==> config.mk <==
export PLATFORM = sky130hd
export DESIGN_NAME = pmw_ctrl
export DESIGN_NICKNAME = d
export VERILOG_FILES = /design/src/pmw_pkg.sv /design/src/pmw_ctrl.sv
export SDC_FILE = /design/constraint.sdc
export NUM_CORES = 1
export LEC_CHECK = 0
export BUFFER_PORTS_ARGS = -buffer_cell sky130_fd_sc_hd__buf_2
export CAP_MARGIN = 20
export CORE_MARGIN = 1.5
export CORE_UTILIZATION = 40
export CTS_CLUSTER_SIZE = 8
export DETAILED_ROUTE_END_ITERATION = 7
export PLACE_DENSITY = 0.76
export SLEW_MARGIN = 20
export SYNTH_ARGS = -nofsm -noshare
export SYNTH_HDL_FRONTEND = slang
export SYNTH_SLANG_ARGS = --single-unit
==> constraint.sdc <==
create_clock -name pclk -period 2.23 [get_ports pclk]
set_clock_uncertainty 0.05 [all_clocks]
set_input_delay 0 -clock pclk [delete_from_list [all_inputs] [get_ports pclk]]
set_output_delay 0 -clock pclk [all_outputs]
set_load 0.01 [all_outputs]
==> src/pmw_pkg.sv <==
// package for the power mode and wake control block
package pmw_pkg;
    // apb register byte offsets
    localparam logic [7:0] PMW_SCC_OFF = 8'h00;
    localparam logic [7:0] PMW_CMD_OFF = 8'h04;
    localparam logic [7:0] PMW_STAT_OFF = 8'h08;
    localparam logic [7:0] PMW_WAKE_OFF = 8'h0c;
    localparam logic [7:0] PMW_OSC_OFF = 8'h10;
    // clock control field layout and reset value
    localparam int PMW_CKS_LSB = 5;
    localparam int PMW_FHS_BIT = 3;
    localparam int PMW_FSS_BIT = 2;
    localparam int PMW_FHID_BIT = 1;
    localparam int PMW_FSID_BIT = 0;
    localparam logic [7:0] PMW_SCC_RST = 8'he0;
    localparam logic [2:0] PMW_CKS_SUB = 3'h7;
    // command register bits (write one to act)
    localparam int PMW_CMD_HALT = 0;
    localparam int PMW_CMD_CLRWDT = 1;
    // oscillator control bits
    localparam int PMW_OSC_IRCEN = 0;
    localparam int PMW_OSC_HXTEN = 1;
    localparam int PMW_OSC_WDTEN = 2;
    localparam logic [2:0] PMW_OSC_RST = 3'h4;
    // status register bit positions
    localparam int PMW_ST_PDF = 0;
    localparam int PMW_ST_TO = 1;
    localparam int PMW_ST_INT_FAST_OSC_STABLE = 2;
    localparam int PMW_ST_EXT_FAST_OSC_STABLE = 3;
    localparam int PMW_ST_SLOW = 4;
    localparam int PMW_ST_MODE = 5;
    // oscillator settle time, counted in pclk cycles
    localparam int PMW_OSC_SETTLE_NS = 2000;
    localparam int PMW_CLK_NS = 40;
    localparam int PMW_SETTLE_CYC = (PMW_OSC_SETTLE_NS + PMW_CLK_NS - 1)
        / PMW_CLK_NS;
    localparam int PMW_WDT_W = 18;
    localparam int PMW_PA_W = 8;
    localparam int PMW_DIV_W = 6;
    // operating modes, gray in list order run, sleep, idle0, idle1, idle2, wake
    typedef enum logic [2:0] {
        PMW_RUN = 3'h0,
        PMW_SLEEP = 3'h1,
        PMW_IDLE0 = 3'h3,
        PMW_IDLE1 = 3'h2,
        PMW_IDLE2 = 3'h6,
        PMW_WAKE = 3'h4
    } pmw_mode_t;
    // clock enables handed to the chip
    typedef struct packed {
        logic sys_clk_en;
        logic high_speed_clock_en;
        logic low_speed_clock_en;
        logic watchdog_base_clock_en;
        logic wdt_src_crystal;
    } pmw_clk_t;
    // wake response to the core
    typedef struct packed {
        logic cpu_run;
        logic full_reset;
        logic pc_sp_reset;
        logic irq_service;
    } pmw_wake_t;
endpackage

==> src/pmw_ctrl.sv <==
// power mode, clock select and wake control with apb registers
// Contract
// - select 000..110 outside slow mode gives high-speed clock / 1..64.
// - leaving slow mode waits for the chosen fast oscillator stable flag.
// - halt with both idle enables 0 enters sleep, all clocks off.
// - watchdog base clock runs in low power modes when watchdog enabled.
// - halt with fast 0, slow 1 enters idle0, only slow clock runs.
// - halt with both idle enables 1 enters idle1, both clocks run.
// - halt with fast 1, slow 0 enters idle2, only fast clock runs.
// - entering low power changes no memory, register or port state.
// - entering low power clears the timeout flag.
// - entering low power clears watchdog counter; counts only if enabled.
// - wake on reset pin, enabled port a fall, interrupt, watchdog overflow.
// - reset pin wake does a full system reset.
// - watchdog wake sets timeout, resets only pc and stack pointer.
// - power down flag set by halt, cleared by power-up or clear watchdog.
// - each port a pin has its own wake enable; resume after halt.
// - disabled interrupt or full stack wake resumes after halt, stays pending.
// - enabled interrupt with stack room gets normal interrupt response.
// - interrupt already pending before halt is not a wake source.
// - select 111 switches system clock to low-speed clock, slow mode.
// - enabling a fast oscillator shows stable 0 then 1 when settled; here it settles only while high_speed_clock_en is set, so stays 0 in slow mode.
//
// Chosen here: the register addresses and the APB interface to the registers.
`timescale 1ns/1ps
module pmw_ctrl
    import pmw_pkg::*;
(
    input wire logic pclk,
    input wire logic presetn,
    input wire logic psel,
    input wire logic penable,
    input wire logic pwrite,
    input wire logic [7:0] paddr,
    input wire logic [31:0] pwdata,
    output logic [31:0] prdata,
    output logic pready,
    output logic pslverr,
    input wire logic external_reset_pin_n,
    input wire logic [pmw_pkg::PMW_PA_W-1:0] port_a_in,
    input wire logic irq_req,
    input wire logic irq_enabled,
    input wire logic stack_full,
    output pmw_pkg::pmw_clk_t clk_ctl,
    output pmw_pkg::pmw_wake_t wake_ctl,
    output logic [pmw_pkg::PMW_DIV_W:0] sys_div_sel
);
    import pmw_pkg::*;

    logic [7:0] system_clock_control_r;
    logic [2:0] osc_ctl_r;
    logic [PMW_PA_W-1:0] port_a_wake_enable_r, pa_last_r;
    logic power_down_flag_r, timeout_flag_r;
    logic [PMW_WDT_W-1:0] wdt_cnt_r;
    logic irq_pend_at_halt_r, ext_rst_last_r;
    logic [11:0] irc_cnt_r, hxt_cnt_r;
    logic int_fast_osc_stable, ext_fast_osc_stable;
    pmw_mode_t mode_r, mode_nxt;
    logic wr, rd, halt_cmd, clrwdt_cmd;
    logic [2:0] sysclk_select;
    logic fast_ok, pa_fall, irq_wake, wdt_ovf, ext_rst_fall, any_wake;
    logic fast_osc_idle_enable, slow_osc_idle_enable, low_freq_source_select;
    logic in_lp;
    logic on_sub_r;
    // divider select that stands for the low-speed sub clock
    localparam logic [PMW_DIV_W:0] DIV_SUB_SEL = {1'b1, {PMW_DIV_W{1'b0}}};

    assign sysclk_select = system_clock_control_r[PMW_CKS_LSB+:3];
    assign fast_osc_idle_enable = system_clock_control_r[PMW_FHID_BIT];
    assign slow_osc_idle_enable = system_clock_control_r[PMW_FSID_BIT];
    assign low_freq_source_select = system_clock_control_r[PMW_FSS_BIT];

    // apb decode, zero wait state
    assign wr = psel & penable & pwrite;
    assign rd = psel & penable & ~pwrite;
    assign pready = 1'b1;
    assign pslverr = psel & penable & (paddr != PMW_SCC_OFF)
        & (paddr != PMW_CMD_OFF) & (paddr != PMW_STAT_OFF)
        & (paddr != PMW_WAKE_OFF) & (paddr != PMW_OSC_OFF);
    assign halt_cmd = wr & (paddr == PMW_CMD_OFF) & pwdata[PMW_CMD_HALT]
        & (mode_r == PMW_RUN);
    assign clrwdt_cmd = wr & (paddr == PMW_CMD_OFF) & pwdata[PMW_CMD_CLRWDT];
    assign in_lp = (mode_r != PMW_RUN) & (mode_r != PMW_WAKE);

    // control registers; port a enables per pin
    always_ff @(posedge pclk or negedge presetn) begin
        if (!presetn) begin
            system_clock_control_r <= PMW_SCC_RST;
            osc_ctl_r <= PMW_OSC_RST;
            port_a_wake_enable_r <= '0;
        end else if (wr) begin
            if (paddr == PMW_SCC_OFF)
                system_clock_control_r <= pwdata[7:0] & 8'hef;
            if (paddr == PMW_OSC_OFF)
                osc_ctl_r <= pwdata[2:0];
            if (paddr == PMW_WAKE_OFF)
                port_a_wake_enable_r <= pwdata[PMW_PA_W-1:0];
        end
    end

    // oscillator settle counters: flag 0 on enable, 1 after settle while the high-speed clock enable is on
    always_ff @(posedge pclk or negedge presetn) begin
        if (!presetn) begin
            irc_cnt_r <= '0;
            hxt_cnt_r <= '0;
        end else begin
            if (!osc_ctl_r[PMW_OSC_IRCEN] || !clk_ctl.high_speed_clock_en)
                irc_cnt_r <= '0;
            else if (!int_fast_osc_stable)
                irc_cnt_r <= irc_cnt_r + 12'h001;
            if (!osc_ctl_r[PMW_OSC_HXTEN] || !clk_ctl.high_speed_clock_en)
                hxt_cnt_r <= '0;
            else if (!ext_fast_osc_stable)
                hxt_cnt_r <= hxt_cnt_r + 12'h001;
        end
    end
    assign int_fast_osc_stable = irc_cnt_r >= 12'(PMW_SETTLE_CYC);
    assign ext_fast_osc_stable = hxt_cnt_r >= 12'(PMW_SETTLE_CYC);
    // stable flag of the selected fast oscillator
    assign fast_ok = system_clock_control_r[PMW_FHS_BIT]
        ? ext_fast_osc_stable : int_fast_osc_stable;

    // wake sources
    assign pa_fall = |(pa_last_r & ~port_a_in & port_a_wake_enable_r);
    assign irq_wake = irq_req & ~irq_pend_at_halt_r;
    assign wdt_ovf = osc_ctl_r[PMW_OSC_WDTEN] & (&wdt_cnt_r);
    assign ext_rst_fall = ext_rst_last_r & ~external_reset_pin_n;
    assign any_wake = pa_fall | irq_wake | wdt_ovf | ext_rst_fall;

    // edge history and interrupt pending snapshot at halt
    always_ff @(posedge pclk or negedge presetn) begin
        if (!presetn) begin
            pa_last_r <= '1;
            ext_rst_last_r <= 1'b1;
            irq_pend_at_halt_r <= 1'b0;
        end else begin
            pa_last_r <= port_a_in;
            ext_rst_last_r <= external_reset_pin_n;
            if (halt_cmd)
                irq_pend_at_halt_r <= irq_req;
            else if (!irq_req)
                irq_pend_at_halt_r <= 1'b0;
        end
    end

    // mode decode on halt, wake on any source
    always_comb begin
        mode_nxt = mode_r;
        unique case (mode_r)
            PMW_RUN: begin
                if (halt_cmd) begin
                    unique case ({fast_osc_idle_enable, slow_osc_idle_enable})
                        2'b00: mode_nxt = PMW_SLEEP;
                        2'b01: mode_nxt = PMW_IDLE0;
                        2'b11: mode_nxt = PMW_IDLE1;
                        2'b10: mode_nxt = PMW_IDLE2;
                    endcase
                end
            end
            PMW_SLEEP, PMW_IDLE0, PMW_IDLE1, PMW_IDLE2: begin
                if (any_wake)
                    mode_nxt = PMW_WAKE;
            end
            PMW_WAKE: begin
                if (sysclk_select == PMW_CKS_SUB || fast_ok)
                    mode_nxt = PMW_RUN;
            end
            default: mode_nxt = PMW_RUN;
        endcase
    end

    always_ff @(posedge pclk or negedge presetn) begin
        if (!presetn)
            mode_r <= PMW_RUN;
        else
            mode_r <= mode_nxt;
    end

    // status flags; on entry only these, the watchdog counter and the interrupt snapshot change
    always_ff @(posedge pclk or negedge presetn) begin
        if (!presetn) begin
            power_down_flag_r <= 1'b0;
            timeout_flag_r <= 1'b0;
        end else begin
            if (halt_cmd)
                power_down_flag_r <= 1'b1;
            else if (clrwdt_cmd)
                power_down_flag_r <= 1'b0;
            if (in_lp && wdt_ovf)
                timeout_flag_r <= 1'b1;
            else if (halt_cmd)
                timeout_flag_r <= 1'b0;
        end
    end

    // watchdog counter, cleared by halt and clear watchdog
    always_ff @(posedge pclk or negedge presetn) begin
        if (!presetn)
            wdt_cnt_r <= '0;
        else if (halt_cmd || clrwdt_cmd || wdt_ovf)
            wdt_cnt_r <= '0;
        else if (osc_ctl_r[PMW_OSC_WDTEN])
            wdt_cnt_r <= wdt_cnt_r + 1'b1;
    end

    // wake response pulses, registered
    always_ff @(posedge pclk or negedge presetn) begin
        if (!presetn)
            wake_ctl <= '0;
        else begin
            wake_ctl.cpu_run <= (mode_nxt == PMW_RUN);
            wake_ctl.full_reset <= in_lp & ext_rst_fall;
            wake_ctl.pc_sp_reset <= in_lp & wdt_ovf & ~ext_rst_fall;
            wake_ctl.irq_service <= in_lp & irq_wake & ~ext_rst_fall
                & ~wdt_ovf & irq_enabled & ~stack_full;
        end
    end

    // effective source flag; fast only once its oscillator is stable
    always_ff @(posedge pclk or negedge presetn) begin
        if (!presetn)
            on_sub_r <= 1'b1;
        else if (sysclk_select == PMW_CKS_SUB)
            on_sub_r <= 1'b1;
        else if (fast_ok)
            on_sub_r <= 1'b0;
    end

    // clock gating per mode, registered
    always_ff @(posedge pclk or negedge presetn) begin
        if (!presetn) begin
            clk_ctl <= '0;
            sys_div_sel <= DIV_SUB_SEL;
        end else begin
            clk_ctl.sys_clk_en <= (mode_nxt == PMW_RUN);
            clk_ctl.high_speed_clock_en <= (mode_nxt == PMW_IDLE1)
                | (mode_nxt == PMW_IDLE2) | (mode_nxt == PMW_WAKE)
                | ((mode_nxt == PMW_RUN)
                   & (sysclk_select != PMW_CKS_SUB));
            clk_ctl.low_speed_clock_en <= (mode_nxt == PMW_IDLE0)
                | (mode_nxt == PMW_IDLE1) | (mode_nxt == PMW_RUN)
                | (mode_nxt == PMW_WAKE);
            clk_ctl.watchdog_base_clock_en <= osc_ctl_r[PMW_OSC_WDTEN];
            clk_ctl.wdt_src_crystal <= low_freq_source_select;
            // one-hot divider select, top bit is both select 110 and the sub clock
            if (sysclk_select == PMW_CKS_SUB)
                sys_div_sel <= DIV_SUB_SEL;
            else if (fast_ok)
                sys_div_sel <= 7'(7'h01 << sysclk_select);
        end
    end

    // read mux
    always_comb begin
        prdata = '0;
        if (rd) begin
            unique case (paddr)
                PMW_SCC_OFF: prdata[7:0] = system_clock_control_r;
                PMW_WAKE_OFF: prdata[PMW_PA_W-1:0] = port_a_wake_enable_r;
                PMW_OSC_OFF: prdata[2:0] = osc_ctl_r;
                PMW_STAT_OFF: begin
                    prdata[PMW_ST_PDF] = power_down_flag_r;
                    prdata[PMW_ST_TO] = timeout_flag_r;
                    prdata[PMW_ST_INT_FAST_OSC_STABLE] = int_fast_osc_stable;
                    prdata[PMW_ST_EXT_FAST_OSC_STABLE] = ext_fast_osc_stable;
                    prdata[PMW_ST_SLOW] = on_sub_r;
                    prdata[PMW_ST_MODE+:3] = mode_r;
                end
                default: prdata = '0;
            endcase
        end
    end

    // checks
    a_halt_sleep: assert property (@(posedge pclk) disable iff (!presetn)
        halt_cmd && !fast_osc_idle_enable && !slow_osc_idle_enable
        |=> mode_r == PMW_SLEEP) else $error("sleep not entered");
    a_halt_idle0: assert property (@(posedge pclk) disable iff (!presetn)
        halt_cmd && !fast_osc_idle_enable && slow_osc_idle_enable
        |=> mode_r == PMW_IDLE0 && !clk_ctl.high_speed_clock_en)
        else $error("idle0 wrong");
    a_halt_idle1: assert property (@(posedge pclk) disable iff (!presetn)
        halt_cmd && fast_osc_idle_enable && slow_osc_idle_enable
        |=> clk_ctl.high_speed_clock_en && clk_ctl.low_speed_clock_en)
        else $error("idle1 clocks off");
    a_halt_idle2: assert property (@(posedge pclk) disable iff (!presetn)
        halt_cmd && fast_osc_idle_enable && !slow_osc_idle_enable
        |=> !clk_ctl.low_speed_clock_en && !clk_ctl.sys_clk_en)
        else $error("idle2 wrong");
    a_halt_flags: assert property (@(posedge pclk) disable iff (!presetn)
        halt_cmd && !wdt_ovf |=> power_down_flag_r && !timeout_flag_r
        && wdt_cnt_r == '0) else $error("halt flags wrong");
    a_clrwdt_pdf: assert property (@(posedge pclk) disable iff (!presetn)
        clrwdt_cmd && !halt_cmd |=> !power_down_flag_r)
        else $error("pdf not cleared");
    a_wdt_wake: assert property (@(posedge pclk) disable iff (!presetn)
        in_lp && wdt_ovf |=> timeout_flag_r && mode_r == PMW_WAKE)
        else $error("watchdog wake wrong");
    a_old_irq: assert property (@(posedge pclk) disable iff (!presetn)
        in_lp && !pa_fall && !wdt_ovf && !ext_rst_fall && irq_pend_at_halt_r
        |=> mode_r != PMW_WAKE) else $error("old irq woke");
    a_wake_gate: assert property (@(posedge pclk) disable iff (!presetn)
        mode_r == PMW_WAKE && sysclk_select != PMW_CKS_SUB && !fast_ok
        |=> mode_r == PMW_WAKE) else $error("ran before stable");
    a_slow_sel: assert property (@(posedge pclk) disable iff (!presetn)
        sysclk_select == PMW_CKS_SUB ##1 sysclk_select == PMW_CKS_SUB
        |-> sys_div_sel[PMW_DIV_W]) else $error("sub clock not used");

    // clock select checks
    a_div_hold: assert property (@(posedge pclk) disable iff (!presetn)
        sysclk_select != PMW_CKS_SUB && !fast_ok
        |=> $stable(sys_div_sel))
        else $error("switched before stable");

    a_div_fast: assert property (@(posedge pclk) disable iff (!presetn)
        sysclk_select != PMW_CKS_SUB && fast_ok
        |=> $onehot(sys_div_sel) && !on_sub_r)
        else $error("fast divider wrong");

    a_slow_status: assert property (@(posedge pclk) disable iff (!presetn)
        sysclk_select == PMW_CKS_SUB
        |=> on_sub_r && sys_div_sel == DIV_SUB_SEL)
        else $error("slow mode not shown");

    a_osc_settle: assert property (@(posedge pclk) disable iff (!presetn)
        $rose(osc_ctl_r[PMW_OSC_IRCEN])
        |-> !int_fast_osc_stable)
        else $error("stable flag not low");

    // low power entry checks
    a_sleep_clocks: assert property (@(posedge pclk) disable iff (!presetn)
        mode_r == PMW_SLEEP |-> !clk_ctl.high_speed_clock_en
        && !clk_ctl.low_speed_clock_en && !clk_ctl.sys_clk_en)
        else $error("clock left on in sleep");

    a_wdt_clock: assert property (@(posedge pclk) disable iff (!presetn)
        osc_ctl_r[PMW_OSC_WDTEN]
        |=> clk_ctl.watchdog_base_clock_en)
        else $error("watchdog clock off");

    a_halt_regs: assert property (@(posedge pclk) disable iff (!presetn)
        halt_cmd |=> $stable(system_clock_control_r)
        && $stable(port_a_wake_enable_r) && $stable(osc_ctl_r))
        else $error("halt changed registers");

    a_wdt_count: assert property (@(posedge pclk) disable iff (!presetn)
        osc_ctl_r[PMW_OSC_WDTEN] && !halt_cmd && !clrwdt_cmd && !wdt_ovf
        |=> wdt_cnt_r == $past(wdt_cnt_r) + 1'b1)
        else $error("watchdog not counting");

    a_wdt_stop: assert property (@(posedge pclk) disable iff (!presetn)
        !osc_ctl_r[PMW_OSC_WDTEN]
        |=> $stable(wdt_cnt_r) || wdt_cnt_r == '0)
        else $error("watchdog ran disabled");

    a_halt_pdf: assert property (@(posedge pclk) disable iff (!presetn)
        halt_cmd
        |=> power_down_flag_r)
        else $error("pdf not set");

    // wake checks
    a_pa_wake: assert property (@(posedge pclk) disable iff (!presetn)
        in_lp && pa_fall
        |=> mode_r == PMW_WAKE)
        else $error("pin fall did not wake");

    a_rst_wake: assert property (@(posedge pclk) disable iff (!presetn)
        in_lp && ext_rst_fall
        |=> wake_ctl.full_reset && mode_r == PMW_WAKE)
        else $error("reset pin wake wrong");

    a_irq_serve: assert property (@(posedge pclk) disable iff (!presetn)
        in_lp && irq_wake && irq_enabled && !stack_full && !ext_rst_fall
        && !wdt_ovf |=> wake_ctl.irq_service)
        else $error("irq not serviced");

    a_irq_defer: assert property (@(posedge pclk) disable iff (!presetn)
        in_lp && irq_wake && (!irq_enabled || stack_full)
        |=> !wake_ctl.irq_service && mode_r == PMW_WAKE)
        else $error("irq wake not deferred");

endmodule // pmw_ctrl

# Word level (Yosys, flattened, before mapping)
# Index checks and enable logic that the tools add are counted.
# totals
register_bits	91
output_inout_bits	50
word_cells	147
# op_classes
addsub	3
n_lt_le_gt_ge	2
eq_ne	26
n_shift	1
mux	25
n_bitwise	43
reduce_logical	25
# ops
cell	n
12-bit two-way mux	4
18-bit two-way mux	2
1-bit AND	25
12-bit by 1-bit adder with 12-bit output, second input constant	2
12-bit by 6-bit greater-or-equal comparator with 1-bit output, second input constant	2
3-bit one-hot mux with 4 select lines	2
18-bit by 1-bit adder with 18-bit output, second input constant	1
18-bit AND reduction	1
8-bit AND	2
8-bit by 4-bit == test with 1-bit output, second input constant	2
8-bit by 4-bit inequality test with 1-bit output, second input constant	2
3-bit == test, second input constant	5
5-bit one-hot mux with 3 select lines	1
7-bit two-way mux	2
3-bit by 2-bit == test with 1-bit output, second input constant	4
1-bit two-way mux	9
3-bit two-way mux	3
1-bit OR	9
3-bit one-hot mux with 3 select lines	1
8-bit by 3-bit == test with 1-bit output, second input constant	1
8-bit by 5-bit == test with 1-bit output, second input constant	1
8-bit zero test	1
8-bit two-way mux	1
8-bit by 3-bit inequality test with 1-bit output, second input constant	1
20 further kinds	41

# Longest topological paths before layout
# Gate-level depths: netlist of the first run.
# logic_depth
ltp_word	13
mapped_depth	10
mapped_depth_nobuf	8

# Worst setup path after synthesis of the first run
# Ideal clock, no wire load.
# synth_path
kind	register -> register
start	register irc_cnt_r[0]
end	register clk_ctl[3] (netlist name)
setup_time_ns	0.124
arrival_ns	1.924
required_ns	2.056
slack_ns	0.132
path_stages_with_launch	10
path_buffers	1
synth_period_minus_slack_ns	2.098
path_cell_list	dfrtp_1 -> inv_1 -> ha_1 -> nor4_1 -> o2111a_1 -> buf_2 -> mux2i_4 -> nor2b_1 -> a311o_2 -> o31a_1
# synth_between
elab_chain_cells	9
elab_cells_between_ends	13
classes_between	order compare (1); eq/ne (3); mux (3); bitwise (4); reduce/logical (2)
# synth_rtl
element	line_no	rtl
start: declaration	pmw_ctrl.sv:56	logic [11:0] irc_cnt_r, hxt_cnt_r;
start signal: assignment	pmw_ctrl.sv:110	irc_cnt_r <= irc_cnt_r + 12'h001;
12-bit by 6-bit greater-or-equal comparator with 1-bit output *	pmw_ctrl.sv:117	assign int_fast_osc_stable = irc_cnt_r >= 12'(PMW_SETTLE_CYC);
1-bit two-way mux *	pmw_ctrl.sv:121	? ext_fast_osc_stable : int_fast_osc_stable;
1-bit logical OR *	pmw_ctrl.sv:165	if (sysclk_select == PMW_CKS_SUB || fast_ok)
3-bit two-way mux *	pmw_ctrl.sv:165	
3-bit one-hot mux with 3 select lines *	pmw_ctrl.sv:149	unique case (mode_r)
net mode_nxt[2]	pmw_ctrl.sv:58	pmw_mode_t mode_r, mode_nxt;
3-bit by 2-bit == test with 1-bit output or 3-bit == test (tied branches)	pmw_ctrl.sv:236, pmw_ctrl.sv:237	
1-bit OR (2 in a row)	pmw_ctrl.sv:237	| (mode_nxt == PMW_IDLE2) | (mode_nxt == PMW_WAKE)
1-bit OR *	pmw_ctrl.sv:238	| ((mode_nxt == PMW_RUN)
end: declaration	pmw_ctrl.sv:44	output pmw_pkg::pmw_clk_t clk_ctl,
# The timed path passes the listed nets; every way through them passes the cells marked *.
# A chain may end at the register's enable or synchronous reset.

# Worst setup path in the final report of the first run
# layout_path
start	register irc_cnt_r[0]
end	output prdata[2]
# layout_between
elab_chain_cells	3
# layout_rtl
element	line_no	rtl
12-bit by 6-bit greater-or-equal comparator with 1-bit output	pmw_ctrl.sv:117	
3-bit one-hot mux with 4 select lines	pmw_ctrl.sv:257	unique case (paddr)
8-bit two-way mux	pmw_ctrl.sv:256	if (rd) begin
end: declaration	pmw_ctrl.sv:36	output logic [31:0] prdata,
# No other way between the ends.

==> out/qor.csv, run 1 <==
metric;value;unit
netlist_instances;412;
slew_viol_final;0;
synth_edf_count;0;
cp.arrival;2100;ps
fp.dieH;107.6;um
yosys_most_used_dff;dfrtp_1;
placementRows;38;
synth-xor-area-share;4.600;%
dpl.cell_count;603;
p_int;2184;uW
htreeDepth;3;
p_seq_share;58.1;%
drive_gt1_share;27.87;%
first_iter_violations;179;
pwr-share-clk;35.4;%
worst_pin_slew;524.2;ps
clk-insertion-delay-late;360;ps
die_x;107.6;um
p_sw_share;25.60;%
fin_nets;563;
ys_seq_elements;91;
synth_area_leader_cell;dfrtp_1;
wl_per_cell;14.66;um
ys_warn_count;0;
antenna_found_initial;0;
start_util;40.75;%
cts.sinks;91;
synth_mux_area_share;7.829;%
grt_usage;17.13;%
status;complete, no violations;
die_area;11580;um^2
rr_worst_depth;6;
routabilityCongestion;0.8071;
start_kind;register;
power_density;562.1;nW/um^2
power.switching;751.5;uW
vias;3289;
wirelength;9469;um
core;10750;um^2
via_per_inst;5.091;
leakagePower;0.002442;uW
drv_cap;0;
setup.worst_path.end;prdata[2];
grt_max_degree;53;
hold_path_class;input port to asynchronous set/reset pin;
hpwl;6787;um
setup_tns;0;ps
grt_pass1_wl;15470;um
ys_types;53;
reg2reg_setup_slack;90;ps
synth-compound-area-share;7.371;%
relSlewSlack;65.05;%
globalRouteOverflowTotal;0;
ys_seq_area_share;52.43;%
worstSetupStartpoint;irc_cnt_r[0];
cp-end-kind;output port;
rsz0062_at_grt;no;
setup_viol;0;
syn_area;4379;um^2
synth_area_leaders;dfrtp_1, dfstp_2, buf_4, nor2_1, nand2_1;
clkTransAtPathRegs;90;ps
io_buffers;57;
boundaryPins;107;
hold_viol;0;
period_needed;2149;ps
async_reset_ff_share;100.0;%
drtAntennaViolNets;0;
diodes;0;
cts_root_buffer;clkbuf_8;
fmax;465.3;MHz
syn_to_final_growth;19.26;%
vdd_drop_max;0.4447;mV
grt_pass1_vias;3275;
synth.top_cell.area_share;43.43;%
cts_buffers;9;
regToRegStartpoint;port_a_wake_enable_r[7];
avgSynthCellArea;10.63;um^2
worstPathMaxFanout;8;
synthAdderAreaFrac;1.429;%
clockBufferDepth;2;
cp.required;2180;ps
critPathKind;register to output port;
period_share;96.38;%
drt_first_pass_iters;7;
p_comb_share;6.5;%
synth_top_family_by_area;simple AND/OR/NAND/NOR gates;
synth-simple-area-share;19.71;%
drt_drc_violations_left;0;
instances_no_fill;646;
fill_cells;1003;
tritoncts;built;
timing.rr.end;clk_ctl[3];
==> kinds of logic after synthesis <==
| group | Yosys count |
|---|---|
| DFF | 91 |
| AOI/OAI and AO/OA | 44 |
| and+or+nand+nor | 173 |
| xor gates and xnor gates | 23 |
| muxes | 27 |
| adders and majority gates | 5 |
| other | 2 |
| buffers and inverters | 47 |
==> cell usage after synthesis, types with 2 or more instances <==
cell       n
nand2_1   48
conb_1     2
mux2_4     8
dfstp_2   15
a211oi_1   3
nor3_1     7
clkbuf_1   6
nand3b_1   2
and4_1     4
and3_1    19
o22ai_1    2
inv_1      9
o31a_1     2
nor2_1    52
or3_1      3
dfrtp_1   76
a31oi_1    2
o21ai_0    6
and2_1     2
o2111a_1   3
buf_4     27
mux2i_1    2
buf_2      4
nor2b_1    5
mux2_2    15
a41oi_1    2
a22oi_1    7
nand4_1    9
o21ai_1    3
o41ai_1    4
nand3_1   11
xnor2_1    8
nor4_1     3
ha_1       5
a21oi_1    4
xor2_1    15
==> worst min path at each step <==
stage,to,from
after CTS,hxt_cnt_r[5],presetn
after global routing,irc_cnt_r[3],presetn
final,irc_cnt_r[3],presetn
after floorplan,clk_ctl[0],presetn
after detailed placement,irc_cnt_r[3],presetn
after global placement,irc_cnt_r[3],presetn
==> final cells by class <==
class | count | area, um^2 | share of cell area, %
Clock buffer | 9 | 123.9 | 2.372
Clock inverter | 7 | 57.56 | 1.102
Inverter | 9 | 33.78 | 0.6469
Multi-Input combinational cell | 297 | 1909 | 36.56
Sequential cell | 91 | 2296 | 43.96
Tap cell | 140 | 175.2 | 3.354
Timing Repair Buffer | 93 | 626.9 | 12.00
==> critical path, cell delays in order (launching register included) <==
cell and delay, ps:
dfrtp_1 390, inv_1 60, ha_2 150, nor4_1 40, o2111a_2 270, buf_6 140
or3_4 360, a31oi_2 150, buf_2 170
==> state kept, by name, indices dropped and copies added (netlist names) <==
register,cells
on_sub_r,1
wake_ctl,3
timeout_flag_r,1
irc_cnt_r,12
system_clock_control_r,7
mode_r,3
irq_pend_at_halt_r,1
pa_last_r,8
ext_rst_last_r,1
port_a_wake_enable_r,8
wdt_cnt_r,18
hxt_cnt_r,12
sys_div_sel,7
clk_ctl,5
osc_ctl_r,3
power_down_flag_r,1
==> layout by cell type, fill, tap and decap left out, types with 5 or more instances in the layout <==
master / netlist / layout
dfrtp_1: 76 / 76
inv_1: 9 / 9
dfstp_2: 15 / 15
dlygate4sd3_1: 0 / 21
xnor2_1: 8 / 8
mux2_2: 15 / 15
nor3_1: 7 / 7
conb_1: 2 / 25
nand2_1: 48 / 48
buf_4: 27 / 14
nand3_1: 11 / 11
and3_1: 19 / 19
xor2_1: 15 / 15
clkbuf_8: 0 / 9
o21ai_0: 6 / 6
mux2_4: 8 / 8
buf_2: 4 / 56
nor2b_1: 5 / 5
a22oi_1: 7 / 7
nand4_1: 9 / 9
nor2_1: 52 / 52
==> layer usage <==
layer / part of all wire [%] / vias up / track usage [%]
met5: 0 / - / 0
met4: 1.7 / 0 / 4.793
met3: 6.1 / 19 / 5.448
met2: 47 / 98 / 27.21
met1: 45 / 1607 / 22.54
li1: - / 1565 / -
==> stage by stage <==
| step | hold WS (ps) | setup WS [ps] | cell area [um^2] | power [uW] | utilization [%] |
|---|---|---|---|---|---|
| finish | 102.9 | 80.66 | 5223 | 2936 | 48.60 |
| global route | 144.4 | 1.262 | 5223 | 3062 | 48.60 |
| CTS | 107.4 | 21.80 | 5171 | 2964 | 48.13 |
| detailed placement | -34.39 | 100.3 | 4760 | 1900 | 44.29 |
| global placement | -44.96 | 136.5 | 4760 | 1891 | 44.29 |
| floorplan | -345.6 | 132.4 | 4466 | 1838 | - |
==> power groups by stage <==
stage	logic (uW)	clock network (uW)	registers, uW
after CTS	191	1070	1710
final	191	1040	1710
after floorplan	107	0	1730
after global placement	156	0	1740
after global routing	218	1130	1710
after detailed placement	162	0	1740
==> repair_timing <==
| action | CTS | global route |
|---|---|---|
| setup buffers | 2 | 4 |
| hold buffers | 21 | 0 |
| resized for setup | 2 | 5 |
| setup endpoints to repair | 1 | 3 |
| pin swaps | 2 | 4 |
| hold endpoints to repair | 70 | 0 |
No activity file was read; power rests on OpenSTA's default activity.
==> run 2: changes to the inputs <==
--- a/config.mk
+++ b/config.mk
@@ -7,11 +7,13 @@
 export LEC_CHECK = 0
 export BUFFER_PORTS_ARGS = -buffer_cell sky130_fd_sc_hd__buf_2
 export CAP_MARGIN = 20
+export CELL_PAD_IN_SITES_DETAIL_PLACEMENT = 0
+export CELL_PAD_IN_SITES_GLOBAL_PLACEMENT = 1
 export CORE_MARGIN = 1.5
 export CORE_UTILIZATION = 40
 export CTS_CLUSTER_SIZE = 8
 export DETAILED_ROUTE_END_ITERATION = 7
-export PLACE_DENSITY = 0.76
+export PLACE_DENSITY = 0.89
 export SLEW_MARGIN = 20
 export SYNTH_ARGS = -nofsm -noshare
 export SYNTH_HDL_FRONTEND = slang
==> constraint.sdc (replaced) <==
create_clock -name pclk -period 2.7 [get_ports pclk]
set_clock_uncertainty 0.05 [all_clocks]
set_input_delay 0 -clock pclk [delete_from_list [all_inputs] [get_ports pclk]]
set_output_delay 0 -clock pclk [all_outputs]
set_load 0.01 [all_outputs]
==> run 2 against run 1 <==
Count of clock-buffer cells in the layout is 2 higher. Die area stayed put. Flip-flop and latch count unchanged. Worst setup slack improved by 290 ps. Sequential share of layout area is 1.2 points higher. Clock power decreased by 24%. Cell count decreased by 1.9%. Routed wire length shrank 5.3%. First-iteration DRC count is 11% lower.
==> out/qor.csv, run 2 (synthesized netlist as in run 1, its figures left out) <==
metric;value;unit;change
die_x;107.6;um;unchanged
reg2reg_setup_slack;470;ps;was 90 ps
mostFrequentLayoutCells;dfrtp_1, buf_2, nor2_1;;unchanged
clk-insertion-delay-late;360;ps;about the same
status;complete, no violations;;unchanged
cts.sinks;91;;unchanged
boundaryPins;107;;unchanged
p_seq_share;60.0;%;was 58.1%
routabilityCongestion;0.8082;;was 0.8071
fin_nets;551;;was 563
fill_cells;1018;;was 1003
grt_pass1_vias;3153;;was 3275
slew_viol_final;0;;unchanged
pwr-share-clk;33.6;%;was 35.4%
rr_worst_depth;8;;was 6
vdd_drop_max;0.2632;mV;was 0.4447 mV
start_kind;register;;unchanged
first_iter_violations;160;;was 179
cts_setup_buffers;0;;was 2
final_cell_area;5079;um^2;was 5223 um^2
drtAntennaViolNets;0;;unchanged
core;10750;um^2;unchanged
vias;3197;;was 3289
cts_buffers;9;;unchanged
p_int;1784;uW;was 2184 uW
worst_pin_slew;902.8;ps;was 524.2 ps
clockBufferDepth;2;;unchanged
grt_pass1_wl;14910;um;was 15470 um
cp.arrival;2280;ps;was 2100 ps
period_needed;2330;ps;
globalRouteOverflowTotal;0;;unchanged
setup_viol;0;;unchanged
drv_cap;0;;unchanged
dpl_cell_area;4702;um^2;was 4760 um^2
start_util;40.75;%;unchanged
cts_root_buffer;clkbuf_8;;unchanged
hold_depth;4;;
hold_path_class;input port to register;;was input port to asynchronous set/reset pin
htreeDepth;3;;unchanged
largest_reg_flops;18;;unchanged
drive_gt1_share;24.49;%;was 27.87%
holdPathEnd;power_down_flag_r;;
total_power;2350;uW;was 2936 uW
fp.dieH;107.6;um;unchanged
setup_tns;0;ps;unchanged
io_buffers;57;;unchanged
placementRows;38;;unchanged
rsz0062_at_grt;no;;unchanged
syn_to_final_growth;15.97;%;was 19.26%
tritoncts;built;;unchanged
wl_per_cell;14.15;um;was 14.66 um
period_share;86.30;%;
cp.required;2650;ps;was 2180 ps
hpwl;6292;um;was 6787 um
timing.rr.end;clk_ctl[3];;unchanged
worstPathMaxFanout;8;;unchanged
power_density;462.8;nW/um^2;was 562.1 nW/um^2
p_sw_share;24.10;%;was 25.60%
grt_usage;16.62;%;was 17.13%
power.switching;566.4;uW;was 751.5 uW
via_per_inst;5.043;;was 5.091
critPathKind;register to output port;;unchanged
regToRegStartpoint;hxt_cnt_r[0];;was port_a_wake_enable_r[7]
cts_resized;0;;was 2
leakagePower;0.002374;uW;was 0.002442 uW
fin_ws;369.8;ps;was 80.66 ps
p_comb_share;6.4;%;was 6.5%
hold_start;paddr[6];;
top_regs;wdt_cnt_r x18, hxt_cnt_r x12, irc_cnt_r x12;;unchanged
cp-end-kind;output port;;unchanged
fmax;429.2;MHz;
post-place-ws;470.4;ps;was 100.3 ps
cts_hold_buffers;21;;unchanged
clkTransAtPathRegs;80;ps;was 90 ps
grt_max_degree;92;;was 53
drt_drc_violations_left;0;;unchanged
drt_first_pass_iters;4;;was 7
wirelength;8971;um;was 9469 um
antenna_found_initial;0;;unchanged
diodes;0;;unchanged
relSlewSlack;39.41;%;was 65.05%
regMostFlops;wdt_cnt_r;;unchanged
layout_commonest_cell;dfrtp_1;;unchanged
hold_viol;0;;unchanged
die_area;11580;um^2;unchanged
## run 2: cell count changes in the layout (fill, tap and decap cells not counted), sizes merged
| cell | change |
|---|---|
| inv | -4 |
| buf | -12 |
| clkinvlp | -2 |
| clkinv | +4 |
| clkbuf | +2 |
## run 2: area by class of cell
type | instances | area (um^2) | share of cell area, %
clock buffers | 11 | 131.4 | 2.587
clock inverters | 5 | 31.28 | 0.6159
inverters | 9 | 33.78 | 0.6652
multi-input cells | 297 | 1887 | 37.15
flip-flops and latches | 91 | 2296 | 45.21
well taps | 140 | 175.2 | 3.449
repair buffers | 81 | 524.3 | 10.32
## run 2: critical path, cell delays in order, from the launching register on
cell,delay [ps]
dfrtp_1,430
inv_1,80
ha_1,140
nor4_1,50
o2111a_1,300
buf_4,190
or3_1,340
a31oi_1,230
buf_2,170
## run 2: per-layer routing
metal / track usage [%] / wire [um] / vias to the layer above
met5: 0 / 0 / -
met4: 5.263 / 143 / 0
met3: 4.358 / 592 / 14
met2: 27.12 / 4204 / 101
met1: 21.62 / 4030 / 1544
li1: - / - / 1538
## run 2: worst max path at each step
stage | start | to | slack, ps | depth (start not counted)
after floorplan | irc_cnt_r[0] | clk_ctl[3] | 600 | 9
after global placement | hxt_cnt_r[0] | clk_ctl[3] | 480 | 8
after detailed placement | hxt_cnt_r[0] | clk_ctl[3] | 470 | 8
after CTS | irc_cnt_r[0] | prdata[2] | 360 | 8
after global routing | hxt_cnt_r[0] | prdata[3] | 280 | 8
final | irc_cnt_r[0] | prdata[2] | 370 | 8
## run 2: power by group through the flow
stage	logic (uW)	clock network (uW)	registers (uW)
after floorplan	88.3	0	1430
after global placement	123	0	1430
after detailed placement	127	0	1440
after CTS	151	832	1410
after global routing	170	879	1420
final	150	790	1410
## run 2: stage by stage
stage / hold slack (ps) / utilization [%] / cells
after floorplan: -345.6 / - / 435
after global placement: 65.33 / 43.76 / 597
after detailed placement: 65.40 / 43.76 / 597
after CTS: 123.1 / 47.23 / 634
after global routing: 149.5 / 47.26 / 634
final: 135.3 / 47.26 / 634
